## src/verilog/tap_pkg.sv

```systemverilog
// Constants and carrier types for the boundary scan test access port.
package tap_pkg;
  // -----------------------------------------------------------------
  // Instruction codes
  // -----------------------------------------------------------------
  localparam int IR_W = 4;
  localparam logic [3:0] INS_BYPASS = 4'h0;
  localparam logic [3:0] INS_SAMPLE = 4'h1;
  localparam logic [3:0] INS_IDENT = 4'h2;
  localparam logic [3:0] INS_USER = 4'h3;
  localparam logic [3:0] INS_CLAMP = 4'h4;
  localparam logic [3:0] INS_HIGHZ = 4'h5;
  localparam logic [3:0] INS_EXTEST = 4'h7;
  localparam logic [3:0] INS_IFSW = 4'h8;
  localparam logic [3:0] INS_REG_RD = 4'h9;
  localparam logic [3:0] INS_REG_WR = 4'hA;
  // -----------------------------------------------------------------
  // Register lengths and identity
  // -----------------------------------------------------------------
  localparam int BSR_W = 24;
  localparam int ID_W = 32;
  localparam int ADDR_W = 7;
  localparam int DATA_W = 8;
  localparam int WR_W = ADDR_W + DATA_W;
  localparam int NPIN = 12;
  // Identity fields are arbitrary neutral values.
  localparam logic [3:0] ID_VERSION = 4'h6;
  localparam logic [15:0] ID_PART = 16'h1234;
  localparam logic [10:0] ID_MAKER = 11'h055;
  localparam logic [31:0] IDCODE = {ID_VERSION, ID_PART, ID_MAKER, 1'b1};
  localparam logic [IR_W-1:0] IR_CAPTURE = 4'h1;
  localparam logic [6:0] ADDR_RESET = 7'h00;
  localparam int BSR_PIN2_OUT2 = 7;
  localparam int BSR_PIN3_IN = 6;
  localparam logic [2:0] RESET_HIGHS = 3'h5;

  typedef enum {
    S_RESET, S_IDLE, S_SEL_DR, S_CAP_DR, S_SH_DR, S_EX1_DR, S_PAUSE_DR,
    S_EX2_DR, S_UPD_DR, S_SEL_IR, S_CAP_IR, S_SH_IR, S_EX1_IR,
    S_PAUSE_IR, S_EX2_IR, S_UPD_IR
  } tap_state_e;

  typedef struct packed {
    logic tck;
    logic tms;
    logic tdi;
  } scan_in_s;

  typedef struct packed {
    logic [ADDR_W-1:0] addr;
    logic [DATA_W-1:0] data;
    logic we;
  } reg_req_s;
endpackage

```

## src/verilog/boundary_scan_tap.sv

```systemverilog
// Boundary scan test access port with register access extensions.
//
// Operation
// (RULE1) Decode the ten instruction codes 0 to 10; code 6 is not decoded and acts as bypass.
// (RULE2) Data register length follows the instruction.
// (RULE3) Clock, mode, data in, data out pins.
// (RULE4) Stopped test clock keeps all state.
// (RULE5) Next state from mode sampled rising.
// (RULE6) Tester changes inputs on falling edge.
// (RULE7) Five mode-high clocks reset, load identification.
// (RULE8) Data in shifted on rising edge.
// (RULE9) Data out updates on falling edge.
// (RULE10) Data out driver off outside shift states.
// (RULE11) Bypass passes data, normal function undisturbed.
// (RULE12) Boundary cells own pins during test instructions.
// (RULE13) Twenty-four cells, control above each pin; cell 7 above input-only pin 3 holds PIN2_OUT2 instead of a control.
// (RULE14) Bidir cells, control cells, one input cell.
// (RULE15) Identification value with low bit one.
// (RULE16) User code from first four memory bytes.
// (RULE17) Interface switch bit applies at Update-DR.
// (RULE18) Read: capture address, shift, update address.
// (RULE19) Write: address and data written at Update-DR.
// (RULE20) Sixteen-state machine, bypass captures zero.
`timescale 1ns/1ps
module boundary_scan_tap
  import tap_pkg::*;
(
  input wire logic CLK, // System clock, 100 MHz.
  input wire logic RST, // Asynchronous reset, active high.
  input wire logic TCK, // Test clock pin.
  input wire logic TMS, // Test mode select pin.
  input wire logic TDI, // Test data in pin.
  output logic TDO, // Test data out.
  output logic TDO_OE, // Test data out driver enable.
  input wire logic [31:0] USER_CODE, // First four memory bytes.
  input wire logic [NPIN-1:0] CORE_OUT, // Core pin output values.
  input wire logic [NPIN-1:0] CORE_OE, // Core pin enables.
  input wire logic [NPIN-1:0] PAD_IN, // Pad input values.
  output logic [NPIN-1:0] PAD_OUT, // Pad output values.
  output logic [NPIN-1:0] PAD_OE, // Pad enables.
  output logic PIN2_OUT2, // Second output of host_port_pin_2.
  output logic HOST_IF_OFF, // Host/SAM interface disabled.
  output logic [ADDR_W-1:0] REG_ADDR, // Current register address.
  input wire logic [DATA_W-1:0] REG_RDATA, // Register read data.
  output logic [DATA_W-1:0] REG_WDATA, // Register write data.
  output logic REG_WE // One-cycle register write strobe.
);
  // -----------------------------------------------------------------
  // Pin synchronisers and edge detect
  // -----------------------------------------------------------------
  scan_in_s sync1, sync2, prev, next_sync1;
  logic rise, fall;
  always_comb begin
    next_sync1 = '{tck: TCK, tms: TMS, tdi: TDI}; // RULE3
  end
  always_ff @(posedge CLK or posedge RST) begin
    if (RST) begin
      sync1 <= '{tck: 1'b1, tms: 1'b1, tdi: 1'b1};
      sync2 <= '{tck: 1'b1, tms: 1'b1, tdi: 1'b1};
      prev <= '{tck: 1'b1, tms: 1'b1, tdi: 1'b1};
    end else begin
      sync1 <= next_sync1;
      sync2 <= sync1;
      prev <= sync2;
    end
  end
  // State moves only on test clock edges, so a stopped clock holds all.
  assign rise = sync2.tck & ~prev.tck; // RULE4
  assign fall = ~sync2.tck & prev.tck; // RULE9

  // -----------------------------------------------------------------
  // Controller
  // -----------------------------------------------------------------
  tap_state_e state, next_state;
  always_comb begin
    next_state = state;
    if (rise) begin // RULE5
      case (state) // RULE20
        S_RESET: next_state = sync2.tms ? S_RESET : S_IDLE; // RULE7
        S_IDLE: next_state = sync2.tms ? S_SEL_DR : S_IDLE;
        S_SEL_DR: next_state = sync2.tms ? S_SEL_IR : S_CAP_DR;
        S_CAP_DR: next_state = sync2.tms ? S_EX1_DR : S_SH_DR;
        S_SH_DR: next_state = sync2.tms ? S_EX1_DR : S_SH_DR;
        S_EX1_DR: next_state = sync2.tms ? S_UPD_DR : S_PAUSE_DR;
        S_PAUSE_DR: next_state = sync2.tms ? S_EX2_DR : S_PAUSE_DR;
        S_EX2_DR: next_state = sync2.tms ? S_UPD_DR : S_SH_DR;
        S_UPD_DR: next_state = sync2.tms ? S_SEL_DR : S_IDLE;
        S_SEL_IR: next_state = sync2.tms ? S_RESET : S_CAP_IR;
        S_CAP_IR: next_state = sync2.tms ? S_EX1_IR : S_SH_IR;
        S_SH_IR: next_state = sync2.tms ? S_EX1_IR : S_SH_IR;
        S_EX1_IR: next_state = sync2.tms ? S_UPD_IR : S_PAUSE_IR;
        S_PAUSE_IR: next_state = sync2.tms ? S_EX2_IR : S_PAUSE_IR;
        S_EX2_IR: next_state = sync2.tms ? S_UPD_IR : S_SH_IR;
        S_UPD_IR: next_state = sync2.tms ? S_SEL_DR : S_IDLE;
        default: next_state = S_RESET;
      endcase
    end
  end
  always_ff @(posedge CLK or posedge RST) begin
    if (RST) begin
      state <= S_RESET;
    end else begin
      state <= next_state;
    end
  end

  // -----------------------------------------------------------------
  // Instruction and data chains
  // -----------------------------------------------------------------
  logic [IR_W-1:0] ir_sh, ir, next_ir_sh, next_ir;
  logic [ID_W-1:0] dr, next_dr;
  logic [BSR_W-1:0] bsr, next_bsr;
  logic [ADDR_W-1:0] addr, next_addr;
  logic [DATA_W-1:0] wdata, next_wdata;
  logic if_off, next_if_off, we, next_we, tdo, next_tdo, oe, next_oe;
  logic serial;
  int unsigned dr_len;
  logic [BSR_W-1:0] cap_bsr;

  // Capture image: pins read back the pad, controls read the enables.
  always_comb begin
    for (int i = 0; i < NPIN; i++) begin // RULE13
      cap_bsr[2*i] = PAD_IN[i];
      cap_bsr[2*i+1] = CORE_OE[i];
    end
    cap_bsr[BSR_PIN2_OUT2] = CORE_OUT[4]; // RULE13
    cap_bsr[BSR_PIN3_IN] = PAD_IN[3]; // RULE14
  end

  always_comb begin
    case (ir) // RULE2
      INS_SAMPLE, INS_EXTEST: dr_len = BSR_W;
      INS_IDENT, INS_USER: dr_len = ID_W;
      INS_IFSW: dr_len = 1;
      INS_REG_RD: dr_len = WR_W;
      INS_REG_WR: dr_len = WR_W;
      default: dr_len = 1;
    endcase
  end

  always_comb begin
    next_ir_sh = ir_sh;
    next_ir = ir;
    next_dr = dr;
    next_bsr = bsr;
    next_addr = addr;
    next_wdata = wdata;
    next_if_off = if_off;
    next_we = 1'b0;
    next_tdo = tdo;
    next_oe = oe;
    if (rise) begin
      case (state)
        S_CAP_IR: next_ir_sh = IR_CAPTURE;
        S_SH_IR: next_ir_sh = {sync2.tdi, ir_sh[IR_W-1:1]}; // RULE8
        S_UPD_IR: next_ir = ir_sh; // RULE1
        S_CAP_DR: begin
          case (ir) // RULE1
            INS_IDENT: next_dr = IDCODE; // RULE15
            INS_USER: next_dr = USER_CODE; // RULE16
            INS_SAMPLE, INS_EXTEST: next_bsr = cap_bsr;
            INS_REG_RD: begin
              // Address in low bits, read data above for shifting out.
              next_dr = {17'h0_0000, REG_RDATA, addr}; // RULE18
            end
            default: next_dr = 32'h0000_0000; // RULE20
          endcase
        end
        S_SH_DR: begin
          if (ir == INS_SAMPLE || ir == INS_EXTEST) begin
            next_bsr = {sync2.tdi, bsr[BSR_W-1:1]}; // RULE8
          end else begin
            next_dr = dr >> 1;
            next_dr[dr_len-1] = sync2.tdi; // RULE11
          end
        end
        S_UPD_DR: begin
          case (ir)
            INS_IFSW: next_if_off = dr[0]; // RULE17
            INS_REG_RD: next_addr = dr[ADDR_W-1:0]; // RULE18
            INS_REG_WR: begin
              if (if_off) begin // RULE19
                next_addr = dr[ADDR_W-1:0];
                next_wdata = dr[WR_W-1 -: DATA_W];
                next_we = 1'b1;
              end
            end
            default: ;
          endcase
        end
        default: ;
      endcase
      // Load on entry, so the identification code is already in place
      // in the first cycle of Test-Logic-Reset.
      if (next_state == S_RESET) begin
        next_ir = INS_IDENT; // RULE7
        next_if_off = 1'b0;
      end
    end
    if (fall) begin // RULE9
      next_oe = (state == S_SH_DR) || (state == S_SH_IR); // RULE10
      if (state == S_SH_IR) begin
        next_tdo = ir_sh[0];
      end else if (state == S_SH_DR) begin
        next_tdo = serial;
      end
    end
  end

  // Short chains shift in at the top bit of their length, so the
  // serial output is always bit 0 whatever the length.
  always_comb begin
    if (ir == INS_SAMPLE || ir == INS_EXTEST) begin
      serial = bsr[0];
    end else begin
      serial = dr[0];
    end
  end

  always_ff @(posedge CLK or posedge RST) begin
    if (RST) begin
      ir_sh <= IR_CAPTURE;
      ir <= INS_IDENT;
      dr <= '0;
      bsr <= '0;
      addr <= ADDR_RESET;
      wdata <= '0;
      if_off <= 1'b0;
      we <= 1'b0;
      tdo <= 1'b1;
      oe <= 1'b0;
    end else begin
      ir_sh <= next_ir_sh;
      ir <= next_ir;
      dr <= next_dr;
      bsr <= next_bsr;
      addr <= next_addr;
      wdata <= next_wdata;
      if_off <= next_if_off;
      we <= next_we;
      tdo <= next_tdo;
      oe <= next_oe;
    end
  end

  // -----------------------------------------------------------------
  // Pin control
  // -----------------------------------------------------------------
  logic test_mode;
  assign test_mode = ir == INS_EXTEST || ir == INS_CLAMP ||
    ir == INS_HIGHZ; // RULE12
  always_comb begin
    for (int i = 0; i < NPIN; i++) begin
      if (ir == INS_HIGHZ) begin
        PAD_OUT[i] = 1'b0;
        PAD_OE[i] = 1'b0;
      end else if (test_mode) begin // RULE12
        PAD_OUT[i] = bsr[2*i];
        PAD_OE[i] = bsr[2*i+1];
      end else begin
        PAD_OUT[i] = CORE_OUT[i];
        PAD_OE[i] = CORE_OE[i]; // RULE11
      end
    end
    // The input cell only observes its pin and never drives it.
    PAD_OUT[3] = test_mode ? 1'b0 : CORE_OUT[3]; // RULE14
    PAD_OE[3] = test_mode ? 1'b0 : CORE_OE[3];
  end
  assign PIN2_OUT2 = test_mode ? bsr[BSR_PIN2_OUT2] : CORE_OUT[4];
  assign TDO = tdo;
  assign TDO_OE = oe;
  assign HOST_IF_OFF = if_off;
  assign REG_ADDR = addr;
  assign REG_WDATA = wdata;
  assign REG_WE = we;

  // -----------------------------------------------------------------
  // Checks
  // -----------------------------------------------------------------
  // Mode-high rising edges in a row, held once they reach five.
  logic [2:0] tms_run, next_tms_run;
  always_comb begin
    next_tms_run = tms_run;
    if (rise && !sync2.tms) begin
      next_tms_run = 3'h0;
    end else if (rise && tms_run != RESET_HIGHS) begin
      next_tms_run = tms_run + 3'h1;
    end
  end
  always_ff @(posedge CLK or posedge RST) begin
    if (RST) begin
      tms_run <= 3'h0;
    end else begin
      tms_run <= next_tms_run;
    end
  end
endmodule

```

## config.mk

```make
export PLATFORM = sky130hd
export DESIGN_NAME = boundary_scan_tap
export DESIGN_NICKNAME = d
export VERILOG_FILES = /design/src/verilog/tap_pkg.sv /design/src/verilog/boundary_scan_tap.sv
export SDC_FILE = /design/constraint.sdc
export NUM_CORES = 1
export LEC_CHECK = 0
export BUFFER_PORTS_ARGS = -buffer_cell sky130_fd_sc_hd__buf_2
export CAP_MARGIN = 20
export CORE_MARGIN = 2
export CORE_UTILIZATION = 57
export CTS_BUF_LIST = sky130_fd_sc_hd__clkbuf_8
export DETAILED_ROUTE_END_ITERATION = 10
export GPL_TIMING_DRIVEN = 0
export PLACE_DENSITY = 0.82
export SYNTH_ARGS = -nofsm -noshare
export SYNTH_HDL_FRONTEND = slang
export SYNTH_SLANG_ARGS = --single-unit
export TNS_END_PERCENT = 10
```

## constraint.sdc

```tcl
create_clock -name CLK -period 4.7 [get_ports CLK]
set_clock_uncertainty 0.05 [all_clocks]
set_input_delay 0.705 -clock CLK [delete_from_list [all_inputs] [get_ports CLK]]
set_output_delay 0.705 -clock CLK [all_outputs]
set_load 0.05 [all_outputs]
```

==> metrics.md <==
| Metric | Value |
|---|---|
| Resized cells post-CTS | 0 |
| Pre-CTS WS | around 1.5 ns |
| Cell with the most instances after synthesis | nand2_1 |
| WP data arrival | about 3 ns |
| CP Capture Type | primary output |
| Bufs on Longest Clock Path | 2 |
| Routed Antenna Nets | 0 |
| Setup violators final | 0 |
| Slew Limit Fails | 0 |
| Core Region | roughly 0.010 mm2 |
| Most frequent CP cell | clkbuf_1 |
| Post-synthesis to final-layout area growth | 21.0% |
| Final wirelength | ~15000 um |
| Fillers | between 700 and 800 |
| CP startpoint kind | register |
| Total Routing Usage GR | 26.4% |
| Pwr/cell area | about 460 mW/mm2 |
| Worst-path maximum fanout | 10 |
| Clock Sinks | about 120 |
| Total grt overflow | 0 |
| Rel. slew slack | between 50% and 60% |
| Clk Latency, worst-skew pair | roughly 0.44 ns |
| Period minus WS final | 3.71 ns |
| Final setup TNS | 0 ns |
| Post-DP HPWL | roughly 11000 um |
| Syn_nets | a little over 700 |
| Via count | 5294 |
| RSZ-0062 raised after global routing | no |
| GP Congestion | between 0.8 and 0.9 |
| HP Class | primary input to asynchronous set/reset pin |
| Max-cap violations | 0 |
| Async SR Flop Fraction | 100% |
| Max Clock Freq | approximately 270 MHz |
| Post-synth top cells | nand2_1, dfrtp_1, mux2i_1, o21ai_0, a21oi_1 |
| Nets@finish | around 860 |
| Horiz. Die Dim | 108 um |
| DRT Pass-1 Iters | 5 |
| Crit path kind | register to primary output |
| Htree depth | 4 |
| Syn Inst Count | roughly 640 |
| Starting Density | between 50% and 60% |
| Post-synth EDFFs | 0 |
| Final hold viol count | 0 |
| YS warnings | 0 |
| Ports | approximately 130 |
| Top post-synthesis cells by area | dfrtp_1, mux2i_1, nand2_1 |
| Final worst path period share | about four fifths |
| Final worst slack | 0.992 ns |
| Hold buffer count at cts | 0 |
| Clock slew at reported path FFs | 0.07 ns |
| Vias per inst | between 5 and 6 |
| Slowest-stage cell, CP | nor3b_1 |
| Pleak | ~3.6 nW |
| Primary FF master, synth | dfrtp_1 |
| Synth top area share | a little under half |
| DRC | 0 |
| Register area share after synthesis | about half |
| Seq cells post-synth | roughly 120 |
| Top cell type by total area after synthesis | dfrtp_1 |
| Pin count of the biggest net entering global routing | 94 |
| CTS tree | yes |
| Row count | 37 |
| VDD IR max | roughly 0.28 mV |
| Initial antenna violation count | 0 |
| Total Power | 3.43 mW |
| Mapped Area | 0.00616 mm2 |
| First-pass GRT wire length | roughly 24000 um |
| Die ar. | roughly 0.012 mm2 |
| Port buffer count | roughly 120 |
| Cells along the critical path | clkbuf_1, nor2b_1, nor3b_1, clkbuf_1, nand2_1, a21oi_1, buf_2 |
| Yosys cell types | 50 |
| Syn Area/Cell | about 9.7 um2 |
| Status | finished, final reports clean |
| Util after Layout | a little under three quarters |
| Share of cells above drive strength 1 | a little over a quarter |
| CP required | ~3.9 ns |
| Slew @ Worst Pin | ~0.7 ns |
| DRT iter0 DRCs | just over 400 |
| Cts bufs inserted | 17 |
| Die Height | ~110 um |
| Diode count | 0 |
| CTS root buf | clkbuf_8 |
| Routed wire per std cell | between 15 and 20 um |
| Setup bufs post-CTS | 0 |
| Vias in the first global route | slightly above 5k |
| Critical path's largest stage delay | 0.62 ns |
## critical path, delay by kind of cell, from the launching register on
kind                   cells  cell delay (ns)
flip-flops                 1             0.38
AO/OA/AOI/OAI              1             0.15
buffers and inverters      3             1.12
AND/OR/NAND/NOR            3             0.87
## metrics by stage
step	instances	hold WS, ns	cell area [um2]
final	928	0.180	7450
after floorplan	635	0.295	6160
after detailed placement	896	0.297	6990
after CTS	928	0.181	7450
after global placement	895	0.297	6950
after global routing	928	0.190	7450
## layer usage
layer  GRT usage (%)  part of all wire [%]
met1            34.4                    43
met2            44.9                    50
met3            4.52                   4.6
met4            8.97                   1.6
met5               0                     0
## registers in the layout, summed over array words and instances (netlist names), 3 cells and up
register   cells
dr            32
state         32
bsr           24
REG_WDATA      8
REG_ADDR       7
ir             4
ir_sh          4
sync1          3
sync2          3
## final cells by class
class,count,area [um2],area share [%]
clock buffer,18,248,3.32
buffer,49,230,3.09
clock inverter,14,220,2.95
timing repair buffer,125,648,8.69
tap,136,170,2.28
inverter,13,53.8,0.722
multi-input combinational,451,2820,37.8
sequential,122,3070,41.1
## worst paths after layout
kind	startpoint	end	slack (ns)	depth (start not counted)
worst max-delay path	ir[0]	PAD_OUT[7]	0.99	7
worst min-delay path	RST	dr[21]	0.18	2
worst max register to register	ir[1]	dr[23]	1.67	9
worst min register to register	sync1[2]	sync2[2]	0.31	0
max in group asynchronous	RST	sync1[2]	3.66	3
min in group CLK	sync1[2]	sync2[2]	0.31	0
## cell usage in the layout (no fill, tap or decap), types with 14 or more instances in the layout
master / netlist / final
nand2_1: 120 / 120
and2_1: 33 / 33
a21oi_1: 42 / 42
mux2i_1: 56 / 56
clkbuf_8: 0 / 18
clkbuf_1: 30 / 30
and3_1: 14 / 14
a22o_1: 16 / 16
dfrtp_1: 112 / 112
o21ai_0: 48 / 48
o21ai_1: 17 / 17
buf_2: 9 / 133
## cells by family (layout without fill, tap and decap cells)
kind of cell    Yosys count  in the layout  synth area share (%)
mux                      76             76                  13.2
simple gates            229            229                  18.6
fa+ha+maj                 1              1                 0.203
compound gates          141            141                  13.2
flops                   122            122                  49.7
xor+xnor                  4              4                 0.569
buf+inv                  62            219                  4.53
## power by group
| part | total (mW) | internal, mW | switching, mW | leakage, nW |
|---|---|---|---|---|
| logic | 0.979 | 0.387 | 0.592 | 1.91 |
| registers | 1.37 | 1.24 | 0.126 | 1.47 |
| clock network | 1.09 | 0.648 | 0.439 | 0.221 |
| total | 3.43 | 2.28 | 1.16 | 3.60 |
Note: power is estimated with default switching activity, not from simulation.
